<file path="src/design/eeprom_pkg.sv">
// package of constants for the 64x16 serial eeprom command logic
// assumes a 10 MHz system clock sampling the host's serial pins
//
// Functional notes
// - storage is sixty-four words of sixteen bits
// - every instruction is nine bits, seven kinds
// - start bit, two-bit opcode, six-bit address
// - programming voltage only during write or erase
// - self-timed program cycle, at most 10 ms
// - output: read data, busy status, else released
// - bulk permit high lets bulk commands run
// - bulk permit low ignores bulk commands
// - unconnected bulk permit pin reads high; the port has no pull-up here, so it must be tied high
// - enable, disable, write, erase ignore permit pin
// - read sends a zero before sixteen bits
// - powers up with programming disabled
// - status low while busy, high when done
// - opcode and extended opcode encodings
package eeprom_pkg;
    // =========================================================
    // array geometry
    localparam int WORDS       = 64;
    localparam int ADDR_W      = 6;
    localparam int DATA_W      = 16;
    localparam int OP_W        = 2;
    localparam int INSTR_BITS  = 8;    // opcode plus address after the start bit
    // =========================================================
    // opcodes
    localparam logic [1:0] OP_EXT   = 2'h0;
    localparam logic [1:0] OP_WRITE = 2'h1;
    localparam logic [1:0] OP_READ  = 2'h2;
    localparam logic [1:0] OP_ERASE = 2'h3;
    // extended opcodes in the top two address bits
    localparam logic [1:0] EXT_PROGRAM_DISABLE = 2'h0;
    localparam logic [1:0] EXT_WRITE_ALL       = 2'h1;
    localparam logic [1:0] EXT_ERASE_ALL       = 2'h2;
    localparam logic [1:0] EXT_PROGRAM_ENABLE  = 2'h3;
    localparam logic [15:0] ERASED_WORD = 16'hffff;
    // =========================================================
    // timing
    localparam int CLK_HZ               = 10_000_000;
    localparam int PROGRAM_CYCLE_TIME_US = 10_000;   // longest self-timed cycle
    localparam int PROGRAM_CYCLES = PROGRAM_CYCLE_TIME_US * (CLK_HZ / 1_000_000);
    localparam int CNT_W = 17;
    // command decoder states
    typedef enum logic [2:0] {
        ST_IDLE, ST_INSTR, ST_DATA, ST_READ, ST_WAIT_CS_LOW, ST_PROGRAM, ST_DONE
    } state_t;
endpackage

</file>
<file path="src/design/serial_eeprom_64x16_bulk_protect.sv">
// command logic of the 64x16 serial eeprom
// assumes the host drives select, serial clock and data; pins are asynchronous
`timescale 1ns/1ps
module serial_eeprom_64x16_bulk_protect
    import eeprom_pkg::*;
#(
    parameter int PROGRAM_COUNT = eeprom_pkg::PROGRAM_CYCLES
) (
    // clock and reset
    input  wire logic clk,
    input  wire logic rst_n,
    // serial link pins
    input  wire logic chip_select,
    input  wire logic serial_clock_in,
    input  wire logic serial_in,
    input  wire logic bulk_program_permit,   // tie high when left open
    // serial output, two signals of the pin
    output logic      serial_out,
    output logic      serial_out_en,
    // status
    output logic      program_voltage_on,
    output logic      program_enabled
);
    import eeprom_pkg::*;

    // =========================================================
    // synchronised pins
    logic [3:0] sync;       // select, clock, data, permit
    logic       cs_s;
    logic       sk_s;
    logic       di_s;
    logic       bpe_s;
    logic       sk_d;       // previous sampled clock
    logic       cs_d;       // previous sampled select
    logic       sk_rise;
    logic       sk_fall;
    logic       cs_fall;

    pin_sync u_sync (
        .clk     (clk),
        .rst_n   (rst_n),
        .pin_in  ({chip_select, serial_clock_in, serial_in, bulk_program_permit}),
        .pin_out (sync)
    );
    assign cs_s    = sync[3];
    assign sk_s    = sync[2];
    assign di_s    = sync[1];
    assign bpe_s   = sync[0];
    assign sk_rise = sk_s & ~sk_d;
    assign sk_fall = ~sk_s & sk_d;
    assign cs_fall = ~cs_s & cs_d;

    // =========================================================
    // state
    state_t             state;
    logic [DATA_W-1:0]  mem [WORDS];
    logic [3:0]         bit_cnt;        // counts instruction/data bits
    logic [INSTR_BITS-1:0] instr;       // opcode and address
    logic [DATA_W-1:0]  shreg;          // write data in / read data out
    logic [CNT_W-1:0]   timer;          // program cycle timer
    logic [1:0]         op;             // pending program kind
    logic               pend_all;       // pending operation hits all words
    logic               pend_write;     // pending operation writes data

    // opcode and address field helpers
    function automatic logic [1:0] f_op(input logic [INSTR_BITS-1:0] v);
        f_op = v[INSTR_BITS-1 -: OP_W];
    endfunction
    function automatic logic [ADDR_W-1:0] f_addr(input logic [INSTR_BITS-1:0] v);
        f_addr = v[ADDR_W-1:0];
    endfunction

    logic [INSTR_BITS-1:0] next_instr;
    assign next_instr = {instr[INSTR_BITS-2:0], di_s};

    // =========================================================
    // edge history
    always_ff @(posedge clk or negedge rst_n) begin
        if (!rst_n) begin
            sk_d <= 1'b0;
            cs_d <= 1'b0;
        end else begin
            sk_d <= sk_s;
            cs_d <= cs_s;
        end
    end

    // =========================================================
    // command sequencer
    always_ff @(posedge clk or negedge rst_n) begin
        if (!rst_n) begin
            state      <= ST_IDLE;
            bit_cnt    <= 4'h0;
            instr      <= 8'h00;
            shreg      <= 16'h0000;
            timer      <= 17'h0_0000;
            pend_all   <= 1'b0;
            pend_write <= 1'b0;
            op         <= 2'h0;
        end else begin
            case (state)
                ST_IDLE: begin
                    // first one sampled on a rising clock is the start bit
                    if (cs_s && sk_rise && di_s) begin
                        state   <= ST_INSTR;
                        bit_cnt <= 4'h0;
                    end
                end
                ST_INSTR: begin
                    if (!cs_s) begin
                        state <= ST_IDLE;
                    end else if (sk_rise) begin
                        instr   <= next_instr;
                        bit_cnt <= bit_cnt + 4'h1;
                        if (bit_cnt == 4'(INSTR_BITS - 1)) begin
                            bit_cnt <= 4'h0;
                            op      <= f_op(next_instr);
                            case (f_op(next_instr))
                                OP_READ: begin
                                    shreg <= mem[f_addr(next_instr)];
                                    state <= ST_READ;
                                end
                                OP_WRITE: begin
                                    pend_all   <= 1'b0;
                                    pend_write <= 1'b1;
                                    state      <= ST_DATA;
                                end
                                OP_ERASE: begin
                                    pend_all   <= 1'b0;
                                    pend_write <= 1'b0;
                                    state      <= ST_WAIT_CS_LOW;
                                end
                                default: begin
                                    pend_all   <= 1'b1;
                                    pend_write <= (next_instr[ADDR_W-1 -: 2] == EXT_WRITE_ALL);
                                    if (next_instr[ADDR_W-1 -: 2] == EXT_WRITE_ALL) begin
                                        state <= ST_DATA;
                                    end else if (next_instr[ADDR_W-1 -: 2] == EXT_ERASE_ALL) begin
                                        state <= ST_WAIT_CS_LOW;
                                    end else begin
                                        // enable or disable acts at once; the
                                        // output stays released, so no status
                                        state <= ST_IDLE;
                                    end
                                end
                            endcase
                        end
                    end
                end
                ST_DATA: begin
                    if (!cs_s) begin
                        state <= ST_IDLE;
                    end else if (sk_rise) begin
                        shreg   <= {shreg[DATA_W-2:0], di_s};
                        bit_cnt <= bit_cnt + 4'h1;
                        if (bit_cnt == 4'(DATA_W - 1)) begin
                            state <= ST_WAIT_CS_LOW;
                        end
                    end
                end
                ST_READ: begin
                    // dummy zero first, then data shifts on falling clock
                    if (!cs_s) begin
                        state <= ST_IDLE;
                    end else if (sk_fall && bit_cnt != 4'h0) begin
                        shreg <= {shreg[DATA_W-2:0], 1'b0};
                    end else if (sk_fall) begin
                        bit_cnt <= 4'h1;
                    end
                end
                ST_WAIT_CS_LOW: begin
                    // falling select starts the cycle if it is allowed
                    if (cs_fall) begin
                        if (program_enabled && (!pend_all || bpe_s)) begin
                            timer <= CNT_W'(PROGRAM_COUNT - 1);
                            state <= ST_PROGRAM;
                        end else begin
                            state <= ST_IDLE;
                        end
                    end
                end
                ST_PROGRAM: begin
                    if (timer == 17'h0_0000) begin
                        state <= ST_DONE;
                    end else begin
                        timer <= timer - 17'h0_0001;
                    end
                end
                ST_DONE: begin
                    // stay until the host drops select once done
                    if (cs_fall || (!cs_s && !cs_d)) begin
                        state <= ST_IDLE;
                    end
                end
                default: state <= ST_IDLE;
            endcase
        end
    end

    // =========================================================
    // array update at the end of a program cycle, no reset on storage
    always_ff @(posedge clk) begin
        if (state == ST_PROGRAM && timer == 17'h0_0000) begin
            for (int i = 0; i < WORDS; i++) begin
                if (pend_all || i == int'(f_addr(instr))) begin
                    mem[i] <= pend_write ? shreg : ERASED_WORD;
                end
            end
        end
    end

    // =========================================================
    // programming enable latch
    always_ff @(posedge clk or negedge rst_n) begin
        if (!rst_n) begin
            program_enabled <= 1'b0;
        end else if (state == ST_INSTR && sk_rise && cs_s &&
                     bit_cnt == 4'(INSTR_BITS - 1) && f_op(next_instr) == OP_EXT) begin
            if (next_instr[ADDR_W-1 -: 2] == EXT_PROGRAM_ENABLE) begin
                program_enabled <= 1'b1;
            end else if (next_instr[ADDR_W-1 -: 2] == EXT_PROGRAM_DISABLE) begin
                program_enabled <= 1'b0;
            end
        end
    end

    // =========================================================
    // output pin and high voltage flag
    always_ff @(posedge clk or negedge rst_n) begin
        if (!rst_n) begin
            serial_out         <= 1'b0;
            serial_out_en      <= 1'b0;
            program_voltage_on <= 1'b0;
        end else begin
            program_voltage_on <= (state == ST_PROGRAM);
            if (state == ST_READ && cs_s) begin
                serial_out    <= (bit_cnt == 4'h0) ? 1'b0 : shreg[DATA_W-1];
                serial_out_en <= 1'b1;
            end else if ((state == ST_PROGRAM || state == ST_DONE) && cs_s) begin
                serial_out    <= (state == ST_DONE);
                serial_out_en <= 1'b1;
            end else begin
                serial_out    <= 1'b0;
                serial_out_en <= 1'b0;
            end
        end
    end
endmodule

</file>
<file path="src/design/pin_sync.sv">
// two-flop synchroniser for the external pins
// assumes inputs are asynchronous to clk
`timescale 1ns/1ps
module pin_sync (
    // clock and reset
    input  wire logic       clk,
    input  wire logic       rst_n,
    // pins
    input  wire logic [3:0] pin_in,
    output logic      [3:0] pin_out
);
    logic [3:0] meta;   // first stage, read only by the second
    // =========================================================
    // two stages
    always_ff @(posedge clk or negedge rst_n) begin
        if (!rst_n) begin
            meta    <= 4'h0;
            pin_out <= 4'h0;
        end else begin
            meta    <= pin_in;
            pin_out <= meta;
        end
    end
endmodule

</file>
<file path="config.mk">
export PLATFORM = sky130hd
export DESIGN_NAME = serial_eeprom_64x16_bulk_protect
export DESIGN_NICKNAME = d
export VERILOG_FILES = /design/src/design/eeprom_pkg.sv /design/src/design/serial_eeprom_64x16_bulk_protect.sv /design/src/design/pin_sync.sv
export SDC_FILE = /design/constraint.sdc
export NUM_CORES = 1
export LEC_CHECK = 0
export BUFFER_PORTS_ARGS = -buffer_cell sky130_fd_sc_hd__buf_2
export CORE_UTILIZATION = 39
export DETAILED_ROUTE_END_ITERATION = 12
export GPL_TIMING_DRIVEN = 0
export PLACE_DENSITY_LB_ADDON = 0.08
export SLEW_MARGIN = 20
export SYNTH_ARGS = -nofsm -noshare
export SYNTH_HDL_FRONTEND = slang
export SYNTH_HIERARCHICAL = 1
export SYNTH_SLANG_ARGS = --single-unit
</file>
<file path="constraint.sdc">
create_clock -name clk -period 6.1 [get_ports clk]
set_clock_uncertainty 0.2 [all_clocks]
set_input_delay 1.22 -clock clk [delete_from_list [all_inputs] [get_ports clk]]
set_output_delay 1.22 -clock clk [all_outputs]
set_load 0.01 [all_outputs]
</file>
==> results list <==
* Mean post-synth cell area: just over 20 sq um
- Along the worst path, the maximum fanout reaches 16.
- For this block, the routed nets add up to ~120000 um of wire.
- Vias in the first global route: 22653
- Summing every instance area after synthesis gives between 0.04 and 0.05 sq mm.
- In this run the cell area measured after placement is approximately 0.047 sq mm.
- Destination of the worst hold path: u_sync/pin_out[0]
- Summed over all cells, the static leakage comes to between 15 and 20 nW.
* Largest voltage drop on the vdd net: 0.259 mV
- Dividing the detail-routed wire length by the instance count gives ~30 um.
- TritonCTS created between 100 and 150 clock buffers.
- Buffer and inverter count on the worst path: 4
- Element type at the critical path start: flop
- Share of async-settable or async-resettable flops after synthesis: 0.0580
* Worst reg2reg path startpoint: instr[1]
- The initialized floorplan defines ~120 standard-cell rows.
- Yosys cell types: 61
- Antenna violations before repair: 3
- Clock root buffer master: sky130_fd_sc_hd__clkbuf_16
- Once the clock tree was built, the resizer swapped 0 gates to a different size.
- 10 I/O pins were placed.
* Endpoint class of the critical path: flop
* Max Fclk: roughly 220 MHz
- Area Growth Syn to Fin: 17.6%
- Cts-stage hold buffer count: 0
* Kind of cell adding the most delay to the critical path: buffers and inverters
- After the last flow step, the layout net total stands at around 2300.
- DRC violations left: 0
* Kind of critical path: reg2reg
- Core Box Area: roughly 0.11 sq mm
* Worst Min Path Start: u_sync/meta[0]
* Setup slack after placement: 1.53 ns
- Setup violations remaining at the end of the flow were counted as 0.
* DR pass1 iterations: 6
- Total vias in the final route: between 20000 and 25000
* Setup TNS: 0 ns
- # Max-Cap Violations: 0
- Aggregate global routing overflow: 0
- Initial core utilization: 0.394
- Clock Tree Buf Depth: 3
- Count of buffers added by post-CTS timing repair for setup: 0
- Entering global routing, the biggest net connects 65 pins.
- Post-synth top flop: sky130_fd_sc_hd__edfxtp_1
- The floorplan step defined a die boundary enclosing approximately 0.11 sq mm.
- Combined global-route utilization of all metal layers: 0.213
- The slowest stage of the critical path belongs to the cell sky130_fd_sc_hd__buf_1.
- The first global-routing pass estimated approximately 170000 um of wire.
* Number of flops mapped to enable cells by yosys: about 1000
- Clock transition at path regs: 0.07 ns
- Data arrival at the endpoint of the critical path: 4.75 ns
* Floorplan die height: roughly 330 um
* Most numerous cell on the critical path: sky130_fd_sc_hd__clkbuf_1
- For the pin with the worst max-slew slack, the measured transition is about 1.1 ns.
- At the worst endpoint, the required time is roughly 6.2 ns.
* Count of input and output buffers: 9
- Hold_ws: ~0.15 ns
- Cell area power density: 439 mW/mm^2
- Number of vias per cell: 5.70
* Reg2Reg Capture Point: mem[23][3]
- After layout, the minimum clock period comes to approximately 4.6 ns.
- Cell chain of the critical path: buf_2, buf_1, clkbuf_1, and2_0, clkbuf_1, nand3_1, a21oi_4
- DPL Wire Length: a little under 80000 um
- The detailed router finished its first iteration with approximately 2100 violations.
- Along the worst hold path, the cell count comes to 0.
- Delay of the slowest critical-path stage: between 0.7 and 0.8 ns
- Counting every instance in the synthesized netlist gives around 2100.
- The number of nets in the synthesized netlist is 2150.
- Antenna Nets Post-Route: 0
- The run finished with clean final reports.
- After routing the design area is approximately 0.05 sq mm.
* Sinks on the clock net: 1087
- Headroom to the max-slew limit came out at 0.237.
- Total count of max-transition violations in the final report: 0
- At the end of routability-driven placement, the weighted congestion stood at between 0.8 and 0.9.
- Setup repair after global routing missed its margin: no
- Type of the most critical hold path: reg2reg
- The floorplan step set the die width to between 300 and 400 um.
- Setup slack on the worst reg-to-reg path comes out at ~1.5 ns.
- Share of final-layout standard cells stronger than drive strength 1: 0.287
* Synth warn: 6
* Clock tree from TritonCTS: built
- Once routing completed, OpenROAD measured the worst setup slack at 1.46 ns.
- Number of cells on the worst reg-to-reg path: 7
- Dividing the final minimum period by the clock period gives 0.761.
- H-Tree Depth: 3
* Share of synthesized area occupied by flip-flops and latches: 0.753
- Number of storage elements in the synthesis netlist: ~1100
- Insertion delay of the later-clocked pin in the worst-skew pair: 0.71 ns
* Hold Violations, Final: 0
-- layer usage --
metal,vias up,share of wire,global-route usage
li1,9259,-,-
met1,11735,0.42,0.287
met2,673,0.50,0.357
met3,186,0.054,0.0339
met4,0,0.029,0.0631
met5,-,0,0
-- synthesized netlist by cell type, drive strengths merged, types with 3 or more instances --
cell | instances | area share
o21ai | 58 | 0.0068
nand2b | 5 | 0.00073
ha | 13 | 0.0038
or2 | 3 | 0.00044
mux4 | 259 | 0.14
a2111oi | 4 | 0.0013
or3 | 6 | 0.0011
mux2i | 37 | 0.0086
o22ai | 55 | 0.0080
mux2 | 63 | 0.017
clkbuf | 78 | 0.0068
and2 | 5 | 0.00073
xnor2 | 3 | 0.00061
o31ai | 9 | 0.0019
o221ai | 26 | 0.0053
edfxtp | 1024 | 0.72
o211ai | 15 | 0.0026
inv | 29 | 0.0025
nor2 | 52 | 0.0045
nor4 | 5 | 0.00073
nor2b | 8 | 0.0012
nand2 | 58 | 0.0051
a21o | 4 | 0.00070
a211oi | 4 | 0.00070
nor3 | 12 | 0.0016
a21oi | 82 | 0.0096
nand3 | 60 | 0.0070
or4 | 4 | 0.00070
dfrtp | 63 | 0.037
buf | 57 | 0.0065
-- through the flow --
| stage | cells | util | total power, mW |
|---|---|---|---|
| floorplan | 2131 | - | 12.7 |
| detailed placement | 3613 | 0.429 | 15.5 |
| CTS | 3830 | 0.463 | 22.4 |
| global route | 3830 | 0.463 | 23.0 |
| finish | 3834 | 0.463 | 22.2 |
| global placement | 3554 | 0.411 | 15.1 |
-- worst max path at each step --
stage	cells after the start	end	slack, ns	start
after floorplan	7	mem[49][0]	2.71	timer[10]
after global placement	8	mem[25][1]	0.38	instr[1]
after detailed placement	7	mem[27][9]	1.53	instr[1]
after CTS	7	mem[27][11]	1.45	instr[1]
after global routing	7	mem[19][11]	1.27	instr[1]
final	7	mem[23][3]	1.46	instr[1]
-- placed cells by master, fill, tap and decap left out, types with 27 or more instances in the layout --
cell / Yosys / final
sky130_fd_sc_hd__dfrtp_1: 63 / 63
sky130_fd_sc_hd__a21oi_1: 81 / 39
sky130_fd_sc_hd__nor2_1: 52 / 30
sky130_fd_sc_hd__o22ai_1: 55 / 55
sky130_fd_sc_hd__buf_16: 0 / 34
sky130_fd_sc_hd__nand3_1: 60 / 60
sky130_fd_sc_hd__edfxtp_1: 1024 / 1024
sky130_fd_sc_hd__mux4_2: 259 / 259
sky130_fd_sc_hd__nand2_1: 58 / 45
sky130_fd_sc_hd__mux2_2: 61 / 61
sky130_fd_sc_hd__clkbuf_1: 78 / 101
sky130_fd_sc_hd__inv_1: 27 / 27
sky130_fd_sc_hd__buf_2: 30 / 43
sky130_fd_sc_hd__clkbuf_16: 0 / 118
sky130_fd_sc_hd__mux2i_1: 37 / 37
sky130_fd_sc_hd__a21oi_4: 0 / 36
sky130_fd_sc_hd__o21ai_0: 51 / 51
-- power breakdown --
part | internal (mW) | switching (mW)
Combinational | 1.77 | 4.15
Sequential | 9.31 | 0.0833
Clock | 3.99 | 2.88
Total | 15.1 | 7.12
-- cell type report --
type | count | area (sq um)
Fill cell | 9131 | 58500
Sequential cell | 1087 | 32300
Multi-Input combinational cell | 879 | 10600
Clock buffer | 149 | 3100
Tap cell | 1414 | 1770
Timing Repair Buffer | 68 | 1370
Clock inverter | 68 | 606
Buffer | 135 | 586
Inverter | 30 | 113
Antenna cell | 4 | 10.0
-- cells by family after synthesis --
logic type | share of synthesized area
simple gates | 0.0260
buf+inv | 0.0159
flops | 0.753
compound gates | 0.0401
mux | 0.161
xor+xnor | 0.000612
fa+ha+maj | 0.00379
-- flip-flops by register name, summed over array words and instances, names as in the netlist --
signal / flops
mem: 1024
timer: 17
shreg: 16
instr: 7
bit_cnt: 4
u_sync/meta: 4
u_sync/pin_out: 4
state: 3
cs_d: 1
pend_all: 1
pend_write: 1
program_enabled: 1
program_voltage_on: 1
serial_out: 1
serial_out_en: 1
sk_d: 1
Note: power is estimated with default switching activity, not from simulation.
